<file path="src/inc/strap_latch_params.svh">
// Constants for the strap option latch
`ifndef STRAP_LATCH_PARAMS_SVH
`define STRAP_LATCH_PARAMS_SVH
`define REF_CLK_MHZ          50
`define CORE_CLK_MHZ         100
`define MGMT_ADDR_DEFAULT    3'h1
`define MGMT_ADDR_UPPER      2'h0
`define MODE_RMII            3'h1
`define MODE_RMII_B2B        3'h5
`define CTRL_BIT_DUPLEX      8
`define CTRL_BIT_ISOLATE     10
`define CTRL_BIT_AUTONEG     12
`define CTRL_BIT_SPEED       13
`define EXT_BIT_BCAST_OFF    9
`define CTRL_WIDTH           16
`endif

</file>
<file path="src/inc/strap_latch_pkg.sv">
// Types for the strap option latch
package strap_latch_pkg;
    typedef enum logic [1:0] {
        ST_RESET  = 2'h0,
        ST_LATCH  = 2'h1,
        ST_RUN    = 2'h3
    } phase_t;

    typedef struct packed {
        logic       addrBit2;
        logic       addrBit1;
        logic       addrBit0;
        logic [2:0] cfgMode;
        logic       isolate;
        logic       speed;
        logic       duplex;
        logic       autoneg;
        logic       bcastOff;
        logic       nandTreeN;
    } strap_t;

    typedef struct packed {
        logic [1:0] data;
        logic       valid;
    } rmii_beat_t;
endpackage : strap_latch_pkg

</file>
<file path="src/hw/sync_edge.sv">
// Two-flop synchroniser with rising edge detect
`timescale 1ns/10ps
module sync_edge
(
    input  wire logic core_clk,
    input  wire logic resetn,
    input  wire logic clkEn,
    input  wire logic asyncIn,
    output logic      syncOut,
    output logic      rise
);
    typedef struct packed {
        logic meta;
        logic sync;
        logic prev;
    } sync_state_t;

    sync_state_t state_reg;
    sync_state_t state_next;

    always_comb
    begin
        state_next = state_reg;
        if (clkEn)
        begin
            state_next.meta = asyncIn;
            state_next.sync = state_reg.meta;
            state_next.prev = state_reg.sync;
        end
    end

    always_ff @(posedge core_clk or negedge resetn)
    begin
        if (!resetn)
            state_reg <= '0;
        else
            state_reg <= state_next;
    end

    assign syncOut = state_reg.sync;
    assign rise    = state_reg.sync & ~state_reg.prev;
endmodule : sync_edge

</file>
<file path="src/hw/strap_option_latch_rmii.sv">
// Strap latch and RMII two-bit datapath of the transceiver
//
// Overview of operation
// - Receive: two bits per reference clock with valid
// - Transmit: take two bits per clock with enable
// - Sample all straps when reset is released
// - Straps are inputs through reset until latched, outputs after
// - Address low bits from straps, zero until latched
// - Address bits four and three are zero
// - Address zero broadcast unless strap or bit
// - Mode 001 RMII, 101 back-to-back, else reserved
// - Isolate strap into control bit ten
// - Speed strap into control and advertisement
// - Duplex strap into control bit eight
// - Autoneg strap into control bit twelve
// - Broadcast-off strap latched internally
// - NAND tree strap latched, low enables test
`timescale 1ns/10ps
`include "strap_latch_params.svh"
module strap_option_latch_rmii
(
    input  wire logic                    core_clk,
    input  wire logic                    resetn,
    input  wire logic                    clkEn,
    input  wire logic                    refClk,
    input  wire strap_latch_pkg::strap_t strapPins,
    output logic                         strapOe,
    input  wire logic [1:0]              rxRecovered,
    input  wire logic                    rxRecoveredValid,
    output logic [1:0]                   rxd,
    output logic                         crsDv,
    input  wire logic [1:0]              txd,
    input  wire logic                    txEn,
    output logic [1:0]                   txData,
    output logic                         txDataValid,
    input  wire logic                    ctrlWrite,
    input  wire logic [15:0]             ctrlWrData,
    input  wire logic                    bcastOffWrite,
    input  wire logic                    bcastOffWrData,
    output logic [15:0]                  ctrlReg,
    output logic                         advSpeed100,
    output logic [4:0]                   mgmtAddr,
    output logic                         addrZeroBroadcast,
    output logic                         modeRmii,
    output logic                         modeBackToBack,
    output logic                         modeReserved,
    output logic                         nandTreeEnable,
    output logic                         configDone
);
    typedef struct packed {
        strap_latch_pkg::phase_t     phase;
        strap_latch_pkg::strap_t     straps;
        logic [15:0]                 ctrl;
        logic                        adv100;
        logic                        bcastOffSw;
        strap_latch_pkg::rmii_beat_t rxOut;
        strap_latch_pkg::rmii_beat_t txIn;
    } latch_state_t;

    latch_state_t state_reg;
    latch_state_t state_next;

    strap_latch_pkg::strap_t strapSync;
    strap_latch_pkg::strap_t strapMeta;
    logic                    refRise;
    logic [1:0]              txdSync;
    logic [1:0]              txdMeta;
    logic                    txEnSync;
    logic                    txEnMeta;

    // Reference clock arrives from outside; find its rising edges in core domain
    sync_edge refEdge
    (
        .core_clk (core_clk),
        .resetn   (resetn),
        .clkEn    (clkEn),
        .asyncIn  (refClk),
        .syncOut  (),
        .rise     (refRise)
    );

    // Strap synchroniser runs through reset: the pin levels must
    // already sit in the second flop at the latch edge, else the
    // latch would catch the reset value instead of the board straps
    always_ff @(posedge core_clk)
    begin
        if (clkEn)
        begin
            strapMeta <= strapPins;
            strapSync <= strapMeta;
        end
    end

    // Link pins pass two flops before use
    always_ff @(posedge core_clk or negedge resetn)
    begin
        if (!resetn)
        begin
            txdMeta   <= 2'h0;
            txdSync   <= 2'h0;
            txEnMeta  <= 1'b0;
            txEnSync  <= 1'b0;
        end
        else if (clkEn)
        begin
            txdMeta   <= txd;
            txdSync   <= txdMeta;
            txEnMeta  <= txEn;
            txEnSync  <= txEnMeta;
        end
    end

    function automatic logic [15:0] ctrl_from_straps
    (
        input strap_latch_pkg::strap_t s
    );
        logic [15:0] c;
        c = 16'h0000;
        c[`CTRL_BIT_ISOLATE] = s.isolate;
        c[`CTRL_BIT_SPEED]   = s.speed;
        c[`CTRL_BIT_DUPLEX]  = s.duplex;
        c[`CTRL_BIT_AUTONEG] = s.autoneg;
        return c;
    endfunction : ctrl_from_straps

    always_comb
    begin
        state_next = state_reg;
        if (clkEn)
        begin
            unique case (state_reg.phase)
                // Synchroniser needs two edges to carry pin levels
                strap_latch_pkg::ST_RESET:
                    state_next.phase = strap_latch_pkg::ST_LATCH;
                strap_latch_pkg::ST_LATCH:
                begin
                    state_next.straps = strapSync;
                    state_next.ctrl   = ctrl_from_straps(strapSync);
                    state_next.adv100 = strapSync.speed;
                    state_next.phase  = strap_latch_pkg::ST_RUN;
                end
                strap_latch_pkg::ST_RUN:
                begin
                    // Straps never re-sampled; only software moves bits
                    if (ctrlWrite)
                        state_next.ctrl = ctrlWrData;
                    if (bcastOffWrite)
                        state_next.bcastOffSw = bcastOffWrData;
                end
                default:
                    state_next.phase = strap_latch_pkg::ST_RESET;
            endcase
            if (refRise && state_reg.phase == strap_latch_pkg::ST_RUN)
            begin
                state_next.rxOut.data  = rxRecovered;
                state_next.rxOut.valid = rxRecoveredValid;
                state_next.txIn.data   = txdSync;
                state_next.txIn.valid  = txEnSync;
            end
            else
                state_next.txIn.valid = 1'b0;
        end
    end

    always_ff @(posedge core_clk or negedge resetn)
    begin
        if (!resetn)
            state_reg <= '0;
        else
            state_reg <= state_next;
    end

    // Pins stay inputs until straps are caught, then drive
    assign strapOe     = (state_reg.phase == strap_latch_pkg::ST_RUN);
    assign configDone  = strapOe;
    assign rxd         = state_reg.rxOut.data;
    assign crsDv       = state_reg.rxOut.valid;
    assign txData      = state_reg.txIn.data;
    assign txDataValid = state_reg.txIn.valid;
    assign ctrlReg     = state_reg.ctrl;
    assign advSpeed100 = state_reg.adv100;
    // Upper address bits held at zero
    assign mgmtAddr    = {`MGMT_ADDR_UPPER, state_reg.straps.addrBit2,
                          state_reg.straps.addrBit1,
                          state_reg.straps.addrBit0};
    assign addrZeroBroadcast = ~(state_reg.straps.bcastOff
                                 | state_reg.bcastOffSw);
    assign modeRmii       = (state_reg.straps.cfgMode == `MODE_RMII);
    assign modeBackToBack = (state_reg.straps.cfgMode == `MODE_RMII_B2B);
    assign modeReserved   = strapOe & ~modeRmii & ~modeBackToBack;
    assign nandTreeEnable = strapOe & ~state_reg.straps.nandTreeN;
endmodule : strap_option_latch_rmii

</file>
<file path="config.mk">
export PLATFORM = sky130hd
export DESIGN_NAME = strap_option_latch_rmii
export DESIGN_NICKNAME = d
export VERILOG_FILES = /design/src/inc/strap_latch_pkg.sv /design/src/hw/sync_edge.sv /design/src/hw/strap_option_latch_rmii.sv
export VERILOG_INCLUDE_DIRS = /design/src /design/src/inc
export SDC_FILE = /design/constraint.sdc
export NUM_CORES = 1
export LEC_CHECK = 0
export BUFFER_PORTS_ARGS = -buffer_cell sky130_fd_sc_hd__buf_2
export CORE_MARGIN = 2
export CORE_UTILIZATION = 30
export DETAILED_ROUTE_END_ITERATION = 8
export SYNTH_ARGS = -nofsm -noshare
export SYNTH_HDL_FRONTEND = slang
export SYNTH_SLANG_ARGS = --single-unit
export TNS_END_PERCENT = 5
</file>
<file path="constraint.sdc">
create_clock -name core_clk -period 2 [get_ports core_clk]
set_clock_uncertainty 0.2 [all_clocks]
set_input_delay 0.4 -clock core_clk [delete_from_list [all_inputs] [get_ports core_clk]]
set_output_delay 0.4 -clock core_clk [all_outputs]
set_load 0.005 [all_outputs]
</file>
Word-level counts from Yosys, hierarchy flattened
Cells that the tools add are included.
- word-level logic and storage cells: 69
- input bits: 41
- register bits after elaboration: 67
- output and inout port bits: 35
- mux-type cells: 4
- bitwise operators: 11
- equality and inequality tests: 5
- reduce and logical (&&, ||, !) cells: 8
- operators by type and width (operator ; count):
    $pmux 16 s2 ; 1
    $mux 16 ; 1
    $not 1->1 ; 6
    $pmux 2 s3 ; 1
    $reduce_and 2->1 ; 3
    $reduce_and 3->1 ; 2
    $and 1x1->1 ; 4
    $eq 3x1->1 const B ; 1
    $eq 3x3->1 const B ; 1
    $eq 2x1->1 const B ; 1
    $eq 2x2->1 const B ; 1
    $logic_not 2->1 ; 1
    $ne 2x1->1 const B ; 1
    $reduce_bool 2->1 ; 1
    $logic_and 1x1->1 ; 1
    $mux 1 ; 1
    $or 1x1->1 ; 1

Longest topological paths before layout
Gate-level depths: netlist of the first run.
- depth after elaboration: 4
- mapped depth: 5

Modules after synthesis
Synthesis of the first run repeated with hierarchy kept, for this count alone.
- cell total of the unflattened synthesis: 177
- area, all modules: 2761.4 um2
- modules (own cells, without submodules) (module ; times used ; cells each ; area each (um2)):
    strap_option_latch_rmii ; 1 ; 170 ; 2646.3
    sync_edge ; 1 ; 7 ; 115.1

Worst setup path after synthesis of the first run
Ideal clock, no wire load.
- path kind: input -> register
- start point: in clkEn
- end point: reg state_reg (netlist bit ctrlReg[10])
- slack: 0.258 ns
- setup time: 0.125 ns
- required time: 1.675 ns
- arrival time: 1.417 ns
- stages on the path: 5
- path through: buf_2 nand2_1 a21oi_2 buf_4 mux2_2
- word-level cells in the longest chain between the ends: 1
- RTL lines (what ; RTL line ; RTL):
    start, declared ; strap_option_latch_rmii.sv:24 ; input wire logic clkEn,
    $reduce_and 3->1 (no line) ; - ;
    end signal, assigned ; strap_option_latch_rmii.sv:170 ; state_reg <= state_next;
    end, declared ; strap_option_latch_rmii.sv:60 ; latch_state_t state_reg;
No other way between the ends.
A chain may end at the register's enable or synchronous reset.

Final worst setup path of the first run
- start point: reg state_reg[36] in the netlist's numbering
- end point: out strapOe
- word-level cells in the longest chain between the ends: 1
- RTL lines (what ; RTL line ; RTL):
    $eq 2x2->1 ; strap_option_latch_rmii.sv:174 ; assign strapOe = (state_reg.phase == strap_latch_pkg::ST_RUN);
    end, declared ; strap_option_latch_rmii.sv:27 ; output logic strapOe,
No other way between the ends.

==> qor.yml, run 1 <==
status: "finished, final reports clean"
yosys-top-cells-area: "dfrtp_1, edfxtp_1, mux2_2"
critical_path.top_delay_family: "flip-flops"
cap_violations: 0
grt_use_met3_pct: 4.75
tightest_slew_ns: 0.514
seq_area_frac_synth_pct: 66.4
final_util_pct: 37.5
cts_tree: "done"
final_nets: 277
viasPerCell: 4.26
setup_viol: 0
busiest_layer: "met2"
drt_iter0_markers: 33
insertion_delay_ns: 0.34
drv_slew: 0
power_uw: 3420
synth_seq_cells: 67
synth_cell_type_count: 21
maxSlewHeadroom_pct: 65.7
period_needed_ns: 1.86
cts_made_buffers: 9
hpwl_um: 3360
coreArea_um2: 8720
rsz0062_at_grt: "false"
cts_sinks: 67
synth_edf_count: 24
cp_slowest_cell: "dfrtp_1"
start_util_pct: 31.0
crit_arrival_ns: 1.26
pre_cts_ws_ns: 0.170
register_area_um2: 1800
clk_pin_slew_ns: 0.08
worst-path-max-fanout: 7
detail_route.wl_per_cell_um: 13.8
multi_input_area_um2: 676
drtAntennaViolNets: 0
power_leakage_uw: 0.00149
synth.cell_area_um2: 2710
tns_ns: 0
critPathCaptureType: "output pin"
grt-ovfl-total: 0
holdWs_ns: 0.0292
worstSetupStartpointType: "flip-flop"
cts_max_level: 3
cts_root_buf: "clkbuf_8"
io_buffers: 73
layout-drive-gt1-share_pct: 58.9
ir_worst_vdd_mv: 0.490
critPathBufInv: 2
grt_first_pass_wirelength_um: 7610
synth_top_area_share_pct: 39.8
wirelength_um: 4820
crit_required_ns: 1.40
antenna_cells: 0
grt_max_degree: 35
dr.pass1.iters: 3
yosys.area.top_type: "dfrtp_1"
place_congestion: 0.788
die_h_um: 99.0
hold_viol: 0
worstPathCellList: "nand2_1 -> clkinv_2 -> buf_2"
critical_path_class: "reg2out"
yosysMostFrequentCell: "mux2_2"
num_vias: 1488
antenna_found_initial: 0
async_reset_ff_share_pct: 64.2
die-width_um: 99.0
netlist_top_cells_count: "mux2_2, dfrtp_1, buf_4"
slowest_delay_ns: 0.38
grt_pass1_vias: 1485
synth-main-ff-cell: "dfrtp_1"
power.density_nw_per_um2: 1050
synthCells: 174
post-route-period-util_pct: 93.2
setup_ws_ns: 0.136
rows: 34
io_pins: 76
avgSynthCellArea_um2: 15.6
yosys_warnings: 0
met1_usage_pct: 13.2
largest_reg_flops: 16
grt_util_all_layers_pct: 10.4
worstHoldPathType: "in2reg"
fmax_mhz: 536
dieArea_um2: 9800
route.detailed.drc: 0
fillers: 833
cts_max_path_buffers: 2
area_growth_pct: 20.8
grt_use_met2_pct: 15.0
## path summary, 6_finish.rpt
check                                     startpoint                       to  slack, ns  cells after the start
setup / recovery           state_reg[36]$_DFFE_PN0P_                  strapOe       0.14                      3
hold / removal                         strapPins[10]  strapMeta[10]$_DFFE_PP_       0.03                      1
setup reg to reg           state_reg[36]$_DFFE_PN0P_    txData[0]$_DFFE_PN0P_       0.27                      3
hold reg to reg               strapMeta[4]$_DFFE_PP_   strapSync[4]$_DFFE_PP_       0.23                      0
max in group asynchronous                     resetn  mgmtAddr[2]$_DFFE_PN0P_       0.66                      3
min in group asynchronous                     resetn   ctrlReg[1]$_DFFE_PN0P_       0.37                      2
## power by group
part | internal (uW) | total (uW) | switching (uW)
registers | 1650 | 1750 | 101
clock network | 589 | 1140 | 549
logic | 317 | 529 | 212
## cell families after synthesis
logic type             synth area share [%]
other                                 0.139
DFF                                    66.4
buffers and inverters                  8.78
AOI/OAI and AO/OA                      1.29
muxes                                  18.3
and+or+nand+nor                        5.09
## routing by layer
metal,up-vias,share of wire [%]
met5,-,0
met4,0,2.0
met3,10,8.3
met2,57,44
met1,713,46
li1,708,-
## final cells by class
cell class | instances | share of cell area [%]
Clock buffer | 10 | 3.90
Clock inverter | 6 | 2.18
Inverter | 5 | 0.612
Multi-Input combinational cell | 72 | 20.7
Sequential cell | 67 | 55.0
Tap cell | 108 | 4.13
Timing Repair Buffer | 81 | 13.5
## metrics by stage
step / instances / cell area, um2
CTS: 348 / 3260
finish: 349 / 3270
floorplan: 175 / 2710
global route: 349 / 3270
global placement: 331 / 3050
detailed placement: 331 / 3050
## what timing repair did
action / CTS / global route
buffers inserted: 0 / 0
hold buffers: 1 / 1
endpoints found under the setup margin: 2 / 0
endpoints found under the hold margin: 21 / 1
resized for setup: 1 / 0
## placed cells by master, fill, tap and decap left out, types with 2 or more instances in the layout
master | synthesis | layout
dlygate4sd3_1 | 0 | 2
nand3_1 | 2 | 2
edfxtp_1 | 24 | 24
nand2_1 | 2 | 2
inv_6 | 0 | 3
inv_1 | 3 | 3
buf_4 | 27 | 5
mux2_2 | 44 | 44
conb_1 | 1 | 2
and3_1 | 13 | 13
clkinvlp_4 | 0 | 2
buf_2 | 1 | 73
nor2_1 | 2 | 2
clkbuf_8 | 0 | 9
dfrtp_1 | 43 | 43
Power figures use the tool's default switching activity.
==> inputs of run 2 (changes only) <==
==> constraint.sdc (replaced) <==
create_clock -name core_clk -period 1.6 [get_ports core_clk]
set_clock_uncertainty 0.2 [all_clocks]
set_input_delay 0.32 -clock core_clk [delete_from_list [all_inputs] [get_ports core_clk]]
set_output_delay 0.32 -clock core_clk [all_outputs]
set_load 0.005 [all_outputs]
==> qor.yml, run 2 (synthesis gave the netlist of run 1 again) <==
status: "finished with violations"
violations: "setup timing"
dieArea_um2: 9800  # unchanged
power.switching_uw: 1120  # +31%
setup_ws_ns: -0.0930  # -0.229 ns
m1WireLength_um: 2350  # +7.0%
cts_made_buffers: 9  # unchanged
routed.top_layer: "met4"
ir_worst_vdd_mv: 0.824  # +68%
viasPerCell: 4.22  # -1.1%
p_seq_share_pct: 48.0  # -3.2 points
dr.pass1.iters: 4  # +1
netSwitchingFraction_pct: 24.4  # -0.81 points
num_vias: 1590  # +6.9%
r2r_start: "state_reg[36]$_DFFE_PN0P_"
place_congestion: 0.643  # -18%
coreArea_um2: 8720  # unchanged
antenna_cells: 0  # unchanged
worst-path-max-fanout: 16  # +9
cts_root_buf: "clkbuf_8"
critPathCaptureType: "flip-flop"
cts_max_path_buffers: 2  # unchanged
reg2regPathDepth: 6  # +3
cts_tree: "done"
rows: 34  # unchanged
place_area_um2: 3140  # +2.9%
die-width_um: 99.0  # unchanged
wirelength_um: 5110  # +6.1%
holdWs_ns: 0.0260  # -0.00324 ns
final_common_cell: "buf_2"
cap_violations: 0  # unchanged
tns_ns: -1.45  # -1.45 ns
grt_util_all_layers_pct: 10.9  # +0.47 points
layout-drive-gt1-share_pct: 58.7  # -0.19 points
hpwl_um: 3200  # -4.9%
fmax_mhz: 591
p_int_uw: 3480  # +36%
wl_met3_um: 379  # -5.0%
critical_path_class: "reg2reg"
reg2reg_slack_ns: -0.09  # -0.36 ns
period_needed_ns: 1.69
start_util_pct: 31.0  # unchanged
grt_pass1_vias: 1666  # +12%
power_uw: 4610  # +35%
rsz0062_at_grt: "true"
power.density_nw_per_um2: 1240  # +19%
final_area_um2: 3700  # +13%
io_buffers: 73  # unchanged
worstSetupStartpointType: "flip-flop"
clk_pin_slew_ns: 0.07  # about the same
hold_viol: 0  # unchanged
drtAntennaViolNets: 0  # unchanged
clockPowerShare_pct: 34.3  # +1.0 points
crit_arrival_ns: 1.73  # +0.47 ns
hold_depth: 2  # +1
power_leakage_uw: 0.00171  # +15%
cts_max_level: 3  # unchanged
min_to: "txdMeta[0]$_DFFE_PN0P_"
p_comb_share_pct: 17.8  # +2.3 points
io_pins: 76  # unchanged
drt_iter0_markers: 42  # +27%
worstHoldPathType: "in2reg"
grt_max_degree: 44  # +26%
drv_slew: 0  # unchanged
cts_sinks: 67  # unchanged
pre_cts_ws_ns: -0.00432  # -0.175 ns
insertion_delay_ns: 0.35  # about the same
largest_reg_flops: 16  # unchanged
area_growth_pct: 36.8
detail_route.wl_per_cell_um: 13.6  # -1.8%
wl_met2_um: 2300  # +8.0%
mostFrequentLayoutCells: "buf_2, dfrtp_1, mux2_2, edfxtp_1, dlygate4sd3_1"
post-route-period-util_pct: 106
crit_required_ns: 1.63  # +0.23 ns
r2r_end: "ctrlReg[12]$_DFFE_PN0P_"
min_from: "txd[0]"
final_nets: 305  # +10%
setup_viol: 25  # +25
route.detailed.drc: 0  # unchanged
grt-ovfl-total: 0  # unchanged
antenna_found_initial: 0  # unchanged
die_h_um: 99.0  # unchanged
grt_first_pass_wirelength_um: 8010  # +5.3%
-- run 2: how the worst max path moves through the flow --
stage / start / end / slack, ns / cells past startpoint
after floorplan: state_reg[37]$_DFFE_PN0P_ / crsDv$_DFFE_PN0P_ / -0.05 / 3
after global placement: clkEn / rxd[0]$_DFFE_PN0P_ / 0.04 / 5
after detailed placement: state_reg[36]$_DFFE_PN0P_ / txData[0]$_DFFE_PN0P_ / -0.004 / 4
after CTS: state_reg[37]$_DFFE_PN0P_ / modeReserved / -0.12 / 4
after global routing: state_reg[37]$_DFFE_PN0P_ / modeReserved / -0.16 / 4
final: state_reg[36]$_DFFE_PN0P_ / ctrlReg[12]$_DFFE_PN0P_ / -0.09 / 6
-- run 2: stage by stage --
stage	cells	utilization [%]
after CTS	377	41.9
after detailed placement	338	36.0
after global placement	338	36.0
final	377	42.5
after global routing	377	42.5
after floorplan	175	-
-- run 2: layout make-up --
cell class              instances  area (um2)
fillers                       816        5020
flip-flops and latches         67        1800
inverters                       5        23.8
multi-input cells              72         774
clock inverters                 7        97.6
well taps                     108         135
clock buffers                   9         124
repair buffers                109         751
-- run 2: what timing repair did --
item / 4_1_cts / 5_1_grt
pin swaps: 2 / 1
hold buffers: 20 / 0
endpoints found under the hold margin: 62 / 0
gates resized for setup: 18 / 13
buffers inserted: 3 / 0
setup endpoints to repair: 13 / 27
gates cloned: 0 / 0
-- run 2: worst max-delay path, cell delays in order (launching register included) --
cell,delay (ns)
dfrtp_1,0.39
buf_4,0.13
buf_4,0.11
nand2_2,0.06
a21oi_4,0.14
buf_12,0.19
mux2_2,0.34
-- run 2: layer usage --
| metal | vias to the layer above | GRT usage [%] |
|---|---|---|
| met5 | - | 0 |
| li1 | 765 | - |
| met3 | 12 | 5.11 |
| met2 | 55 | 17.4 |
| met1 | 758 | 12.6 |
| met4 | 0 | 4.74 |
-- run 2: power by group through the flow --
stage	registers [uW]	logic, uW	clock network, uW
after floorplan	2200	538	0
after global placement	2230	674	0
after detailed placement	2240	689	0
after CTS	2210	794	1630
after global routing	2250	899	1700
final	2210	819	1580
==> inputs of run 3 (changes only) <==
==> constraint.sdc (replaced) <==
create_clock -name core_clk -period 1.6 [get_ports core_clk]
set_clock_uncertainty 0.2 [all_clocks]
set_input_delay 0.32 -clock core_clk [delete_from_list [all_inputs] [get_ports core_clk]]
set_output_delay 0.32 -clock core_clk [all_outputs]
set_load 0.01 [all_outputs]
==> qor.yml, run 3 (synthesis gave the netlist of run 1 again) <==
final_util_pct: 42.3  # -0.17 points
viasPerCell: 4.20  # -0.50%
power.density_nw_per_um2: 1260  # +1.6%
antenna_cells: 0  # unchanged
rsz0062_at_grt: "true"
hold_viol: 0  # unchanged
cts_root_buf: "clkbuf_8"
io_pins: 76  # unchanged
grt_util_all_layers_pct: 10.8  # -0.045 points
register_area_um2: 1800  # unchanged
start_util_pct: 31.0  # unchanged
cts_sinks: 67  # unchanged
num_vias: 1582  # -0.50%
worstHoldPathType: "in2reg"
clk_pin_slew_ns: 0.07  # about the same
cts_tree: "done"
die-width_um: 99.0  # unchanged
worst-path-max-fanout: 16  # unchanged
cts_max_path_buffers: 2  # unchanged
setup_viol: 26  # +4.0%
grt_max_degree: 44  # unchanged
power_uw: 4660  # +1.2%
crit_arrival_ns: 1.73  # about the same
area_growth_pct: 36.2
dr.pass1.iters: 4  # unchanged
dieArea_um2: 9800  # unchanged
die_h_um: 99.0  # unchanged
crit_required_ns: 1.63  # about the same
period_needed_ns: 1.69  # +0.000704 ns
critPathCaptureType: "flip-flop"
final_area_um2: 3690  # -0.41%
drtAntennaViolNets: 0  # unchanged
fmax_mhz: 590  # about the same
route.detailed.drc: 0  # unchanged
final_common_cell: "buf_2"
drv_slew: 0  # unchanged
antenna_found_initial: 0  # unchanged
status: "finished with violations"
largest_reg_flops: 16  # unchanged
power_leakage_uw: 0.00170  # -0.62%
grt-ovfl-total: 0  # unchanged
reg2reg_slack_ns: -0.09  # about the same
mostFrequentLayoutCells: "buf_2, dfrtp_1, mux2_2, edfxtp_1, dlygate4sd3_1"
coreArea_um2: 8720  # unchanged
cts_max_level: 3  # unchanged
cts_made_buffers: 9  # unchanged
final_nets: 305  # unchanged
grt_pass1_vias: 1655  # -0.66%
setup_ws_ns: -0.0937  # -0.000704 ns
violations: "setup timing"
wirelength_um: 5090  # -0.45%
place_congestion: 0.643  # unchanged
tns_ns: -1.64  # -0.188 ns
multi_input_area_um2: 763  # -1.5%
insertion_delay_ns: 0.35  # about the same
io_buffers: 73  # unchanged
worstSetupStartpointType: "flip-flop"
cap_violations: 0  # unchanged
detail_route.wl_per_cell_um: 13.5  # -0.45%
post-route-period-util_pct: 106  # about the same
grt_first_pass_wirelength_um: 7980  # -0.42%
ir_worst_vdd_mv: 0.824  # about the same
layout-drive-gt1-share_pct: 58.7  # unchanged
critical_path_class: "reg2reg"
fillers: 816  # unchanged
rows: 34  # unchanged
holdWs_ns: 0.0266  # +0.000632 ns
drt_iter0_markers: 52  # +24%
hpwl_um: 3200  # unchanged
place_area_um2: 3140  # unchanged
run 3: final timing paths:
kind,startpoint,to,cells past startpoint
max,state_reg[36]$_DFFE_PN0P_,ctrlReg[12]$_DFFE_PN0P_,6
max in group asynchronous,resetn,state_reg[24]$_DFFE_PN0P_,3
min reg2reg,strapMeta[4]$_DFFE_PP_,strapSync[4]$_DFFE_PP_,0
min,txd[0],txdMeta[0]$_DFFE_PN0P_,2
min in group asynchronous,resetn,ctrlReg[6]$_DFFE_PN0P_,3
max reg2reg,state_reg[36]$_DFFE_PN0P_,ctrlReg[12]$_DFFE_PN0P_,6
run 3: timing repair:
item | 4_1_cts | 5_1_grt
resized for setup | 12 | 15
endpoints found under the hold margin | 62 | 0
endpoints found under the setup margin | 13 | 27
hold buffers | 20 | 0
pin swaps | 1 | 2
buffers inserted | 3 | 0
run 3: area by class of cell:
cell class | instances | share of cell area (%)
flip-flops and latches | 67 | 48.7
multi-input cells | 72 | 20.7
repair buffers | 109 | 20.3
well taps | 108 | 3.66
clock buffers | 9 | 3.36
clock inverters | 7 | 2.65
inverters | 5 | 0.645
run 3: worst max-delay path, cell delays in order (launching register included):
cell	delay (ns)
dfrtp_1	0.39
buf_4	0.13
buf_4	0.11
nand2_2	0.06
a21oi_4	0.14
buf_12	0.19
mux2_2	0.34
run 3: stage by stage:
step | std cells | setup slack [ns]
floorplan | 175 | -0.0496
global placement | 338 | 0.0358
detailed placement | 338 | -0.00432
CTS | 377 | -0.134
global route | 377 | -0.175
finish | 377 | -0.0937
run 3: layer usage:
| layer | up-vias | wire length (um) | GRT usage [%] |
|---|---|---|---|
| met4 | 0 | 66 | 4.74 |
| met1 | 752 | 2300 | 12.6 |
| met2 | 56 | 2340 | 17.2 |
| met5 | - | 0 | 0 |
| li1 | 764 | - | - |
| met3 | 10 | 381 | 5.11 |
run 3: power breakdown:
| part | leakage [uW] | switching, uW | internal, uW | total (uW) |
|---|---|---|---|---|
| logic | 0.000847 | 361 | 515 | 876 |
| clock network | 0.000108 | 691 | 888 | 1580 |
| registers | 0.000748 | 145 | 2060 | 2210 |
| total | 0.00170 | 1200 | 3470 | 4660 |
